===== src/fmc_pkg.sv =====
/*
 framer mode control package: register offsets, field layouts, reset
 values, rate codes and timing constants.
 assumes: 20 MHz system clock, 32-bit apb with word-aligned registers.
*/
package fmc_pkg;
    // ==========================================================
    // register offsets (byte addresses)
    localparam logic [11:0] ADDR_MODE = 12'h000;
    localparam logic [11:0] ADDR_FREEZE = 12'h004;
    localparam logic [11:0] ADDR_FEC = 12'h008;
    localparam logic [11:0] ADDR_CEC = 12'h00C;
    localparam logic [11:0] ADDR_CVC = 12'h010;
    localparam logic [11:0] ADDR_EBC = 12'h014;
    localparam logic [11:0] ADDR_RATE = 12'h018;
    localparam logic [11:0] ADDR_IRQ_STAT = 12'h01C;
    localparam logic [11:0] ADDR_IRQ_MASK = 12'h020;
    // ==========================================================
    // mode register fields
    localparam int MODE_LATCH_BIT = 0;
    localparam int MODE_ALARM_BIT = 1;
    localparam int MODE_LOOP_BIT = 2;
    localparam int MODE_W = 3;
    localparam logic [2:0] MODE_RST = 3'h0;
    // rate register fields: bit0 sel_lo, bit1 sel_hi, bit2 family
    localparam int RATE_W = 3;
    localparam logic [2:0] RATE_RST = 3'h0;
    // interrupt status bits
    localparam int IRQ_SECOND_BIT = 0;
    localparam int IRQ_FREEZE_BIT = 1;
    localparam int IRQ_W = 2;
    localparam logic [1:0] IRQ_RST = 2'h0;
    // counters
    localparam int NUM_CNT = 4;
    localparam int CNT_W = 16;
    localparam logic [3:0] FREEZE_RST = 4'h0;
    // ==========================================================
    // timing
    localparam int CLK_HZ = 20000000;
    localparam int SECOND_S = 1;
    localparam int SECOND_CYC = SECOND_S * CLK_HZ;
    // base highway rate in kbit/s per family (sel bits zero), family 0 then family 1
    localparam int RATE_KBPS_E1 = 2048;
    localparam int RATE_KBPS_T1 = 1544;
    // all-ones alarm pattern bit
    localparam logic ALARM_BIT = 1'b1;
endpackage


===== src/fmc_second_tick.sv =====
/*
 one-second tick divider.
 assumes: free-running i_clk; o_tick pulses one cycle every period.
*/
`timescale 1ns/1ps
module fmc_second_tick #(
    parameter int PERIOD = fmc_pkg::SECOND_CYC
) (
    // clock and reset
    input wire logic i_clk,
    input wire logic i_rst,
    // tick
    output logic o_tick
);
    import fmc_pkg::*;
    typedef struct packed {
        logic [31:0] cnt;
        logic tick;
    } tick_state_type;
    tick_state_type st_ff;
    tick_state_type nxt_st;

    // =========================================================
    // counter
    always_comb begin
        nxt_st = st_ff;
        nxt_st.tick = 1'b0;
        if (st_ff.cnt == 32'(PERIOD - 1)) begin
            nxt_st.cnt = 32'h0;
            nxt_st.tick = 1'b1;
        end else begin
            nxt_st.cnt = st_ff.cnt + 32'h1;
        end
    end

    // state register
    always_ff @(posedge i_clk or posedge i_rst) begin
        if (i_rst) begin
            st_ff <= '0;
        end else begin
            st_ff <= nxt_st;
        end
    end

    assign o_tick = st_ff.tick;
endmodule


===== src/fmc_error_counter.sv =====
/*
 one error counter with latch and clear; freeze is applied outside by gating i_event.
 assumes: events are single-cycle pulses synchronous to i_clk.
*/
`timescale 1ns/1ps
module fmc_error_counter #(
    parameter int WIDTH = fmc_pkg::CNT_W
) (
    // clock and reset
    input wire logic i_clk,
    input wire logic i_rst,
    // control
    input wire logic i_event,
    input wire logic i_clear,
    input wire logic i_latch,
    input wire logic i_auto,
    // value seen by software
    output logic [WIDTH-1:0] o_value
);
    import fmc_pkg::*;
    typedef struct packed {
        logic [WIDTH-1:0] live;
        logic [WIDTH-1:0] held;
    } cnt_state_type;
    cnt_state_type st_ff;
    cnt_state_type nxt_st;

    // =========================================================
    // counting, saturating at all ones
    always_comb begin
        nxt_st = st_ff;
        if (i_latch) begin
            nxt_st.held = st_ff.live;
            nxt_st.live = i_event ? WIDTH'(1) : '0;
        end else if (i_clear) begin
            nxt_st.live = i_event ? WIDTH'(1) : '0;
        end else if (i_event && st_ff.live != '1) begin
            nxt_st.live = st_ff.live + WIDTH'(1);
        end
    end

    // state register
    always_ff @(posedge i_clk or posedge i_rst) begin
        if (i_rst) begin
            st_ff <= '0;
        end else begin
            st_ff <= nxt_st;
        end
    end

    // latched value in auto mode, live value otherwise
    assign o_value = i_auto ? st_ff.held : st_ff.live;
endmodule


===== src/framer_mode_control_fields.sv =====
/*
 framer mode control: error counter mode, highway rate select, and
 alarm indication insertion, with an apb register slave and interrupt.
 assumes: all data and event inputs synchronous to i_clk; apb master
 keeps the usual two-phase protocol.
*/
//
// Functional notes
// RULE1: latch mode bit picks freeze or auto
// RULE2: host freezes counter before reading it
// RULE3: host reads low byte before high
// RULE4: freeze bit rising edge clears counter
// RULE5: auto mode latches and clears each second
// RULE6: host reads latched value within second
// RULE7: host avoids counters just after tick
// RULE8: three bits select highway data rate
// RULE9: family picks e1 or t1 rate ladder
// RULE10: alarm bit forces alarm on both outputs
// RULE11: local loop returns unaltered transmit data
// RULE12: alarm is continuous all ones
`timescale 1ns/1ps
module framer_mode_control_fields #(
    parameter int SECOND_PERIOD = fmc_pkg::SECOND_CYC,
    parameter int WIDTH = fmc_pkg::CNT_W
) (
    // clock and reset
    input wire logic i_clk,
    input wire logic i_rst,
    // apb slave
    input wire logic i_psel,
    input wire logic i_penable,
    input wire logic i_pwrite,
    input wire logic [11:0] i_paddr,
    input wire logic [31:0] i_pwdata,
    output logic [31:0] o_prdata,
    output logic o_pready,
    output logic o_pslverr,
    // error events from the receiver
    input wire logic i_framing_error,
    input wire logic i_crc_error,
    input wire logic i_code_violation,
    input wire logic i_e_bit_error,
    // transmit data path
    input wire logic i_tx_data,
    output logic o_line_out_a,
    output logic o_line_out_b,
    output logic o_loop_data,
    // highway rate
    output logic [2:0] o_rate_code,
    output logic [15:0] o_rate_kbps,
    // interrupt
    output logic o_irq
);
    import fmc_pkg::*;

    typedef struct packed {
        logic [MODE_W-1:0] mode;
        logic [NUM_CNT-1:0] freeze;
        logic [RATE_W-1:0] rate;
        logic [IRQ_W-1:0] stat;
        logic [IRQ_W-1:0] mask;
        logic [31:0] prdata;
        logic pready;
        logic pslverr;
        logic line_a;
        logic line_b;
        logic loop_d;
        logic [15:0] kbps;
        logic irq;
    } top_state_type;

    top_state_type st_ff;
    top_state_type nxt_st;

    logic tick;
    logic [NUM_CNT-1:0] evt;
    logic [NUM_CNT-1:0] clr;
    logic [NUM_CNT-1:0][WIDTH-1:0] cnt_val;
    logic wr_en;
    logic rd_en;
    logic [NUM_CNT-1:0] wr_freeze;
    logic auto_mode;

    // =========================================================
    // rate code to kbit/s, used for the o_rate_kbps output only
    function automatic logic [15:0] rate_kbps(input logic [2:0] code);
        logic [15:0] base;
        base = code[2] ? 16'(RATE_KBPS_T1) : 16'(RATE_KBPS_E1);
        rate_kbps = base << code[1:0];
    endfunction

    // address match helper
    function automatic logic hit(input logic [11:0] a,
                                 input logic [11:0] r);
        hit = (a == r);
    endfunction

    // =========================================================
    // one-second tick
    fmc_second_tick #(
        .PERIOD(SECOND_PERIOD)
    ) u_tick (
        .i_clk(i_clk),
        .i_rst(i_rst),
        .o_tick(tick)
    );

    assign evt = {i_e_bit_error, i_code_violation, i_crc_error,
                  i_framing_error};
    assign auto_mode = st_ff.mode[MODE_LATCH_BIT];
    assign wr_en = i_psel && i_penable && i_pwrite && !st_ff.pready;
    assign rd_en = i_psel && i_penable && !i_pwrite && !st_ff.pready;
    assign wr_freeze = i_pwdata[NUM_CNT-1:0];

    // RULE4: clear on freeze rise
    assign clr = (wr_en && hit(i_paddr, ADDR_FREEZE) && !auto_mode) ?
                 (wr_freeze & ~st_ff.freeze) : '0;

    // =========================================================
    // counters, one per error kind
    genvar gi;
    generate
        for (gi = 0; gi < NUM_CNT; gi++) begin : g_cnt
            // RULE1: mode selects behaviour
            // RULE5: latch each second
            fmc_error_counter #(
                .WIDTH(WIDTH)
            ) u_cnt (
                .i_clk(i_clk),
                .i_rst(i_rst),
                .i_event(evt[gi] && !(st_ff.freeze[gi] && !auto_mode)),
                .i_clear(clr[gi]),
                .i_latch(tick && auto_mode),
                .i_auto(auto_mode),
                .o_value(cnt_val[gi])
            );
        end
    endgenerate

    // =========================================================
    // register file, datapath and interrupt next state
    always_comb begin
        nxt_st = st_ff;
        nxt_st.pready = 1'b0;
        nxt_st.pslverr = 1'b0;
        // single wait state: answer in the cycle after access start
        if ((wr_en || rd_en)) begin
            nxt_st.pready = 1'b1;
            nxt_st.prdata = 32'h0;
            case (i_paddr)
                ADDR_MODE: begin
                    nxt_st.prdata = 32'(st_ff.mode);
                    if (wr_en) begin
                        nxt_st.mode = i_pwdata[MODE_W-1:0];
                    end
                end
                ADDR_FREEZE: begin
                    nxt_st.prdata = 32'(st_ff.freeze);
                    if (wr_en) begin
                        nxt_st.freeze = wr_freeze;
                    end
                end
                ADDR_FEC: nxt_st.prdata = 32'(cnt_val[0]);
                ADDR_CEC: nxt_st.prdata = 32'(cnt_val[1]);
                ADDR_CVC: nxt_st.prdata = 32'(cnt_val[2]);
                ADDR_EBC: nxt_st.prdata = 32'(cnt_val[3]);
                ADDR_RATE: begin
                    nxt_st.prdata = 32'(st_ff.rate);
                    if (wr_en) begin
                        nxt_st.rate = i_pwdata[RATE_W-1:0];
                    end
                end
                ADDR_IRQ_STAT: nxt_st.prdata = 32'(st_ff.stat);
                ADDR_IRQ_MASK: begin
                    nxt_st.prdata = 32'(st_ff.mask);
                    if (wr_en) begin
                        nxt_st.mask = i_pwdata[IRQ_W-1:0];
                    end
                end
                default: nxt_st.pslverr = 1'b1;
            endcase
        end
        // write-one-to-clear, then hardware set wins
        if (wr_en && hit(i_paddr, ADDR_IRQ_STAT)) begin
            nxt_st.stat = st_ff.stat & ~i_pwdata[IRQ_W-1:0];
        end
        if (tick && auto_mode) begin
            nxt_st.stat[IRQ_SECOND_BIT] = 1'b1;
        end
        if (|clr) begin
            nxt_st.stat[IRQ_FREEZE_BIT] = 1'b1;
        end
        nxt_st.irq = |(nxt_st.stat & nxt_st.mask);
        // RULE8: rate from three bits
        // RULE9: family ladder select
        nxt_st.kbps = rate_kbps(st_ff.rate);
        // RULE10: alarm on both outputs
        // RULE12: all ones replaces data
        if (st_ff.mode[MODE_ALARM_BIT]) begin
            nxt_st.line_a = ALARM_BIT;
            nxt_st.line_b = ALARM_BIT;
        end else begin
            nxt_st.line_a = i_tx_data;
            nxt_st.line_b = i_tx_data;
        end
        // RULE11: loop keeps raw data
        nxt_st.loop_d = st_ff.mode[MODE_LOOP_BIT] ? i_tx_data : 1'b0;
    end

    // state register
    always_ff @(posedge i_clk or posedge i_rst) begin
        if (i_rst) begin
            st_ff <= '0;
            st_ff.mode <= MODE_RST;
            st_ff.freeze <= FREEZE_RST;
            st_ff.rate <= RATE_RST;
            st_ff.stat <= IRQ_RST;
            st_ff.mask <= IRQ_RST;
        end else begin
            st_ff <= nxt_st;
        end
    end

    // =========================================================
    // outputs straight from flops
    assign o_prdata = st_ff.prdata;
    assign o_pready = st_ff.pready;
    assign o_pslverr = st_ff.pslverr;
    assign o_line_out_a = st_ff.line_a;
    assign o_line_out_b = st_ff.line_b;
    assign o_loop_data = st_ff.loop_d;
    assign o_rate_code = st_ff.rate;
    assign o_rate_kbps = st_ff.kbps;
    assign o_irq = st_ff.irq;
endmodule


===== config.mk =====
export PLATFORM = sky130hd
export DESIGN_NAME = framer_mode_control_fields
export DESIGN_NICKNAME = d
export VERILOG_FILES = /design/src/fmc_pkg.sv /design/src/fmc_second_tick.sv /design/src/fmc_error_counter.sv /design/src/framer_mode_control_fields.sv
export SDC_FILE = /design/constraint.sdc
export NUM_CORES = 1
export LEC_CHECK = 0
export BUFFER_PORTS_ARGS = -buffer_cell sky130_fd_sc_hd__buf_4
export CORE_MARGIN = 5
export CORE_UTILIZATION = 60
export CTS_BUF_LIST = sky130_fd_sc_hd__clkbuf_8
export CTS_CLUSTER_DIAMETER = 50
export CTS_CLUSTER_SIZE = 24
export DETAILED_ROUTE_END_ITERATION = 8
export GPL_TIMING_DRIVEN = 0
export PLACE_DENSITY = 0.92
export SYNTH_ARGS = -nofsm -noshare
export SYNTH_HDL_FRONTEND = slang
export SYNTH_HIERARCHICAL = 1
export SYNTH_SLANG_ARGS = --single-unit

===== constraint.sdc =====
create_clock -name i_clk -period 6.6 [get_ports i_clk]
set_clock_uncertainty 0.2 [all_clocks]
set_input_delay 0.66 -clock i_clk [delete_from_list [all_inputs] [get_ports i_clk]]
set_output_delay 0.66 -clock i_clk [all_outputs]
set_load 0.005 [all_outputs]

==> impl_metrics.yaml <==
place:
  numPortBuffers: 58
  place.gp.congestion: 0.962
  dp_cells: 1477
  hpwl_um: 20600
  dp_slack_ns: 3.15
  placed_area_um2: 12500
synthesis:
  synth_top_area_share_pct: 43.9
  post_synth_instance_area_um2: 11700
  synth_edf_count: 0
  synthTopCellsByCount: "dfrtp_1 (205), mux2_2 (125), nand2_1 (69)"
  syn-instance-count: 1133
  synth_top_cell_by_area: "dfrtp_1"
  synth_ff_type: "dfrtp_1"
  netlist-cell-type-count: 72
  synth_area_leaders: "dfrtp_1 (44%), mux2_2 (12%), buf_4 (4.0%)"
  yosysMostFrequentCell: "dfrtp_1"
  yosysWarnings: 6
  async_flop_share_pct: 100
  synth_area_per_cell_um2: 10.3
  synth-seq-area-share_pct: 43.9
  ys_seq_elements: 205
clock_network:
  cts_made_buffers: 21
  cts-root-buf: "clkbuf_8"
  cts_resized: 0
  clk_latency_ns: 0.57
  htree_levels: 1
  cts_tree: "yes"
  path_clk_slew_ns: 0.12
  cts_setup_buffers: 0
  cts.sinks: 205
  cts_buffer_depth: 3
grt:
  grt-ovfl-total: 0
  grt_pass1_wl_um: 47300
  grt_max_degree: 45
  grtUsageTotal_pct: 25.7
  grt_pass1_vias: 9292
  antenna_found_initial: 0
floorplanning:
  ios: 111
  start_util_pct: 60.5
  die_y_um: 150
  placementRows: 51
  die_area_um2: 22400
  core-area_um2: 19300
  dieWidth_um: 150
sta:
  finalCritPeriodShare_pct: 46.2
  timing.final.ws_setup_ns: 3.55
  hold_viol: 0
  setup_viol: 0
  finalSetupTns_ns: 0
  fmax_mhz: 328
  rsz0062_at_grt: "false"
  slew_headroom_pct: 39.4
  period_needed_ns: 3.05
  worst_slew_pin_slew_ns: 0.907
  slew_viol_final: 0
routing:
  ant_nets: 0
  viasPerCell: 6.33
  wl_per_cell_um: 19.1
  route.detailed.drc: 0
  drtIter0Drc: 854
  wl_um: 29000
  vias: 9622
  first_pass_iters: 5
pwr:
  ir_drop_v: 0.000180
  intPower_uw: 1930
  sequentialPowerShare_pct: 50.1
  p_comb_share_pct: 16.4
  leakage_uw: 0.00595
  swShare_pct: 34.1
  cellPowerDensity_nw_per_um2: 222
  pwr-share-clk_pct: 33.5
  switching_power_uw: 1000
run_status:
  outcome: "complete, no violations"
setup_path:
  crit_arrival_ns: 3.31
  crit_path_end_kind: "flip-flop"
  required_ns: 6.87
  cp_max_fo: 11
  crit_path_start_kind: "flip-flop"
  critPathKind: "reg -> reg"
finish:
  final_area_um2: 13200
  area_growth_pct: 13.0
  finalNetCount: 1303
  antennaDiodeCount: 0
  multiInputGateArea_um2: 5780
  register_area_um2: 5130
  fillers: 1404
  layout-drive-gt1-share_pct: 29.8
  fin_cells: 1520
hold_path:
  min_path_type: "in -> reg"
job:
  maxCapViolCount: 0
==> layout make-up <==
cell class	instances	area share (%)
Multi-Input combinational cell	802	43.8
Sequential cell	205	38.9
Buffer	118	5.65
Timing Repair Buffer	64	4.25
Tap cell	265	2.51
Clock buffer	21	2.19
Clock inverter	16	1.93
Inverter	29	0.824
==> worst paths after layout <==
kind	cells after the start	to	slack (ns)	startpoint
hold / removal	2	o_line_out_a	0.1	i_tx_data
min in group asynchronous	3	g_cnt[2].u_cnt/st_ff[5]	0.39	i_rst
setup reg to reg	7	g_cnt[1].u_cnt/st_ff[25]	3.55	auto_mode
setup / recovery	7	g_cnt[1].u_cnt/st_ff[25]	3.55	auto_mode
max in group asynchronous	3	st_ff[54]	4.93	i_rst
hold reg to reg	1	u_tick/st_ff[32]	0.29	u_tick/st_ff[32]
==> worst max-delay path, cell delays in order, from the launching register on <==
cell	delay, ns
dfrtp_1	0.70
inv_1	0.24
a21boi_0	0.46
buf_4	0.26
and4_1	0.34
nand3_2	0.16
or4_1	0.43
a21oi_1	0.16
==> logic make-up after synthesis <==
logic type | Yosys count | synth area share, %
buffers and inverters | 147 | 7.31
flip-flops | 205 | 43.9
adder cells (fa/ha/maj) | 8 | 0.856
XOR/XNOR | 21 | 1.57
other | 1 | 0.0321
AND/OR/NAND/NOR | 383 | 20.4
multiplexers | 135 | 12.9
AO/OA/AOI/OAI | 233 | 13.0
==> stage by stage <==
step | utilization [%] | hold slack, ns | total power, uW
global route | 68.3 | 0.108 | 3070
finish | 68.3 | 0.0958 | 2930
global placement | 64.8 | 0.270 | 1920
detailed placement | 64.8 | 0.267 | 1950
floorplan | - | 0.247 | 1810
CTS | 67.6 | 0.0774 | 2930
==> placed cells by master, fill, tap and decap left out, types with 10 or more instances in the layout <==
cell type  count
inv_1         24
o31ai_1       18
mux2_2       125
a211oi_1      12
buf_2         22
clkbuf_1      26
mux2i_1       10
nand4_1       33
or4_1         19
nor3_1        27
nor2b_1       14
a31oi_1       10
xnor2_1       13
a22oi_1       25
nor2_1        45
nand2_1       69
clkbuf_8      21
or3_1         12
a21oi_1       55
dfrtp_1      205
and3_1        16
and4_1        11
o21ai_0       48
o211ai_1      10
conb_1        22
nand3_1       60
buf_4        121
==> what timing repair did <==
| action | CTS | global route |
|---|---|---|
| hold buffers | 0 | 1 |
| endpoints found under the setup margin | 0 | 0 |
| endpoints found under the hold margin | 0 | 28 |
==> layer usage <==
metal	vias to the layer above	wire (um)	GRT usage, %
li1	4388	-	-
met1	4685	11500	34.0
met2	446	13900	42.3
met3	103	2350	4.51
met4	0	1310	10.3
met5	-	0	0
==> power by group through the flow <==
stage                     Clock (uW)  Sequential [uW]  Combinational, uW
after global routing            1050             1490                536
after detailed placement           0             1490                463
after global placement             0             1480                446
after floorplan                    0             1450                359
final                            982             1470                481
after CTS                       1000             1470                467
==> state kept, by name (all words and copies together) (netlist names) <==
name and count:
auto_mode 1, g_cnt.u_cnt/st_ff 128, o_irq 1, o_line_out_a 1, o_loop_data 1, o_prdata 16
o_pready 1, o_pslverr 1, o_rate_code 3, o_rate_kbps 9, st_ff 10, u_tick/o_tick 1
u_tick/st_ff 32
(Power assumes the default switching activity.)
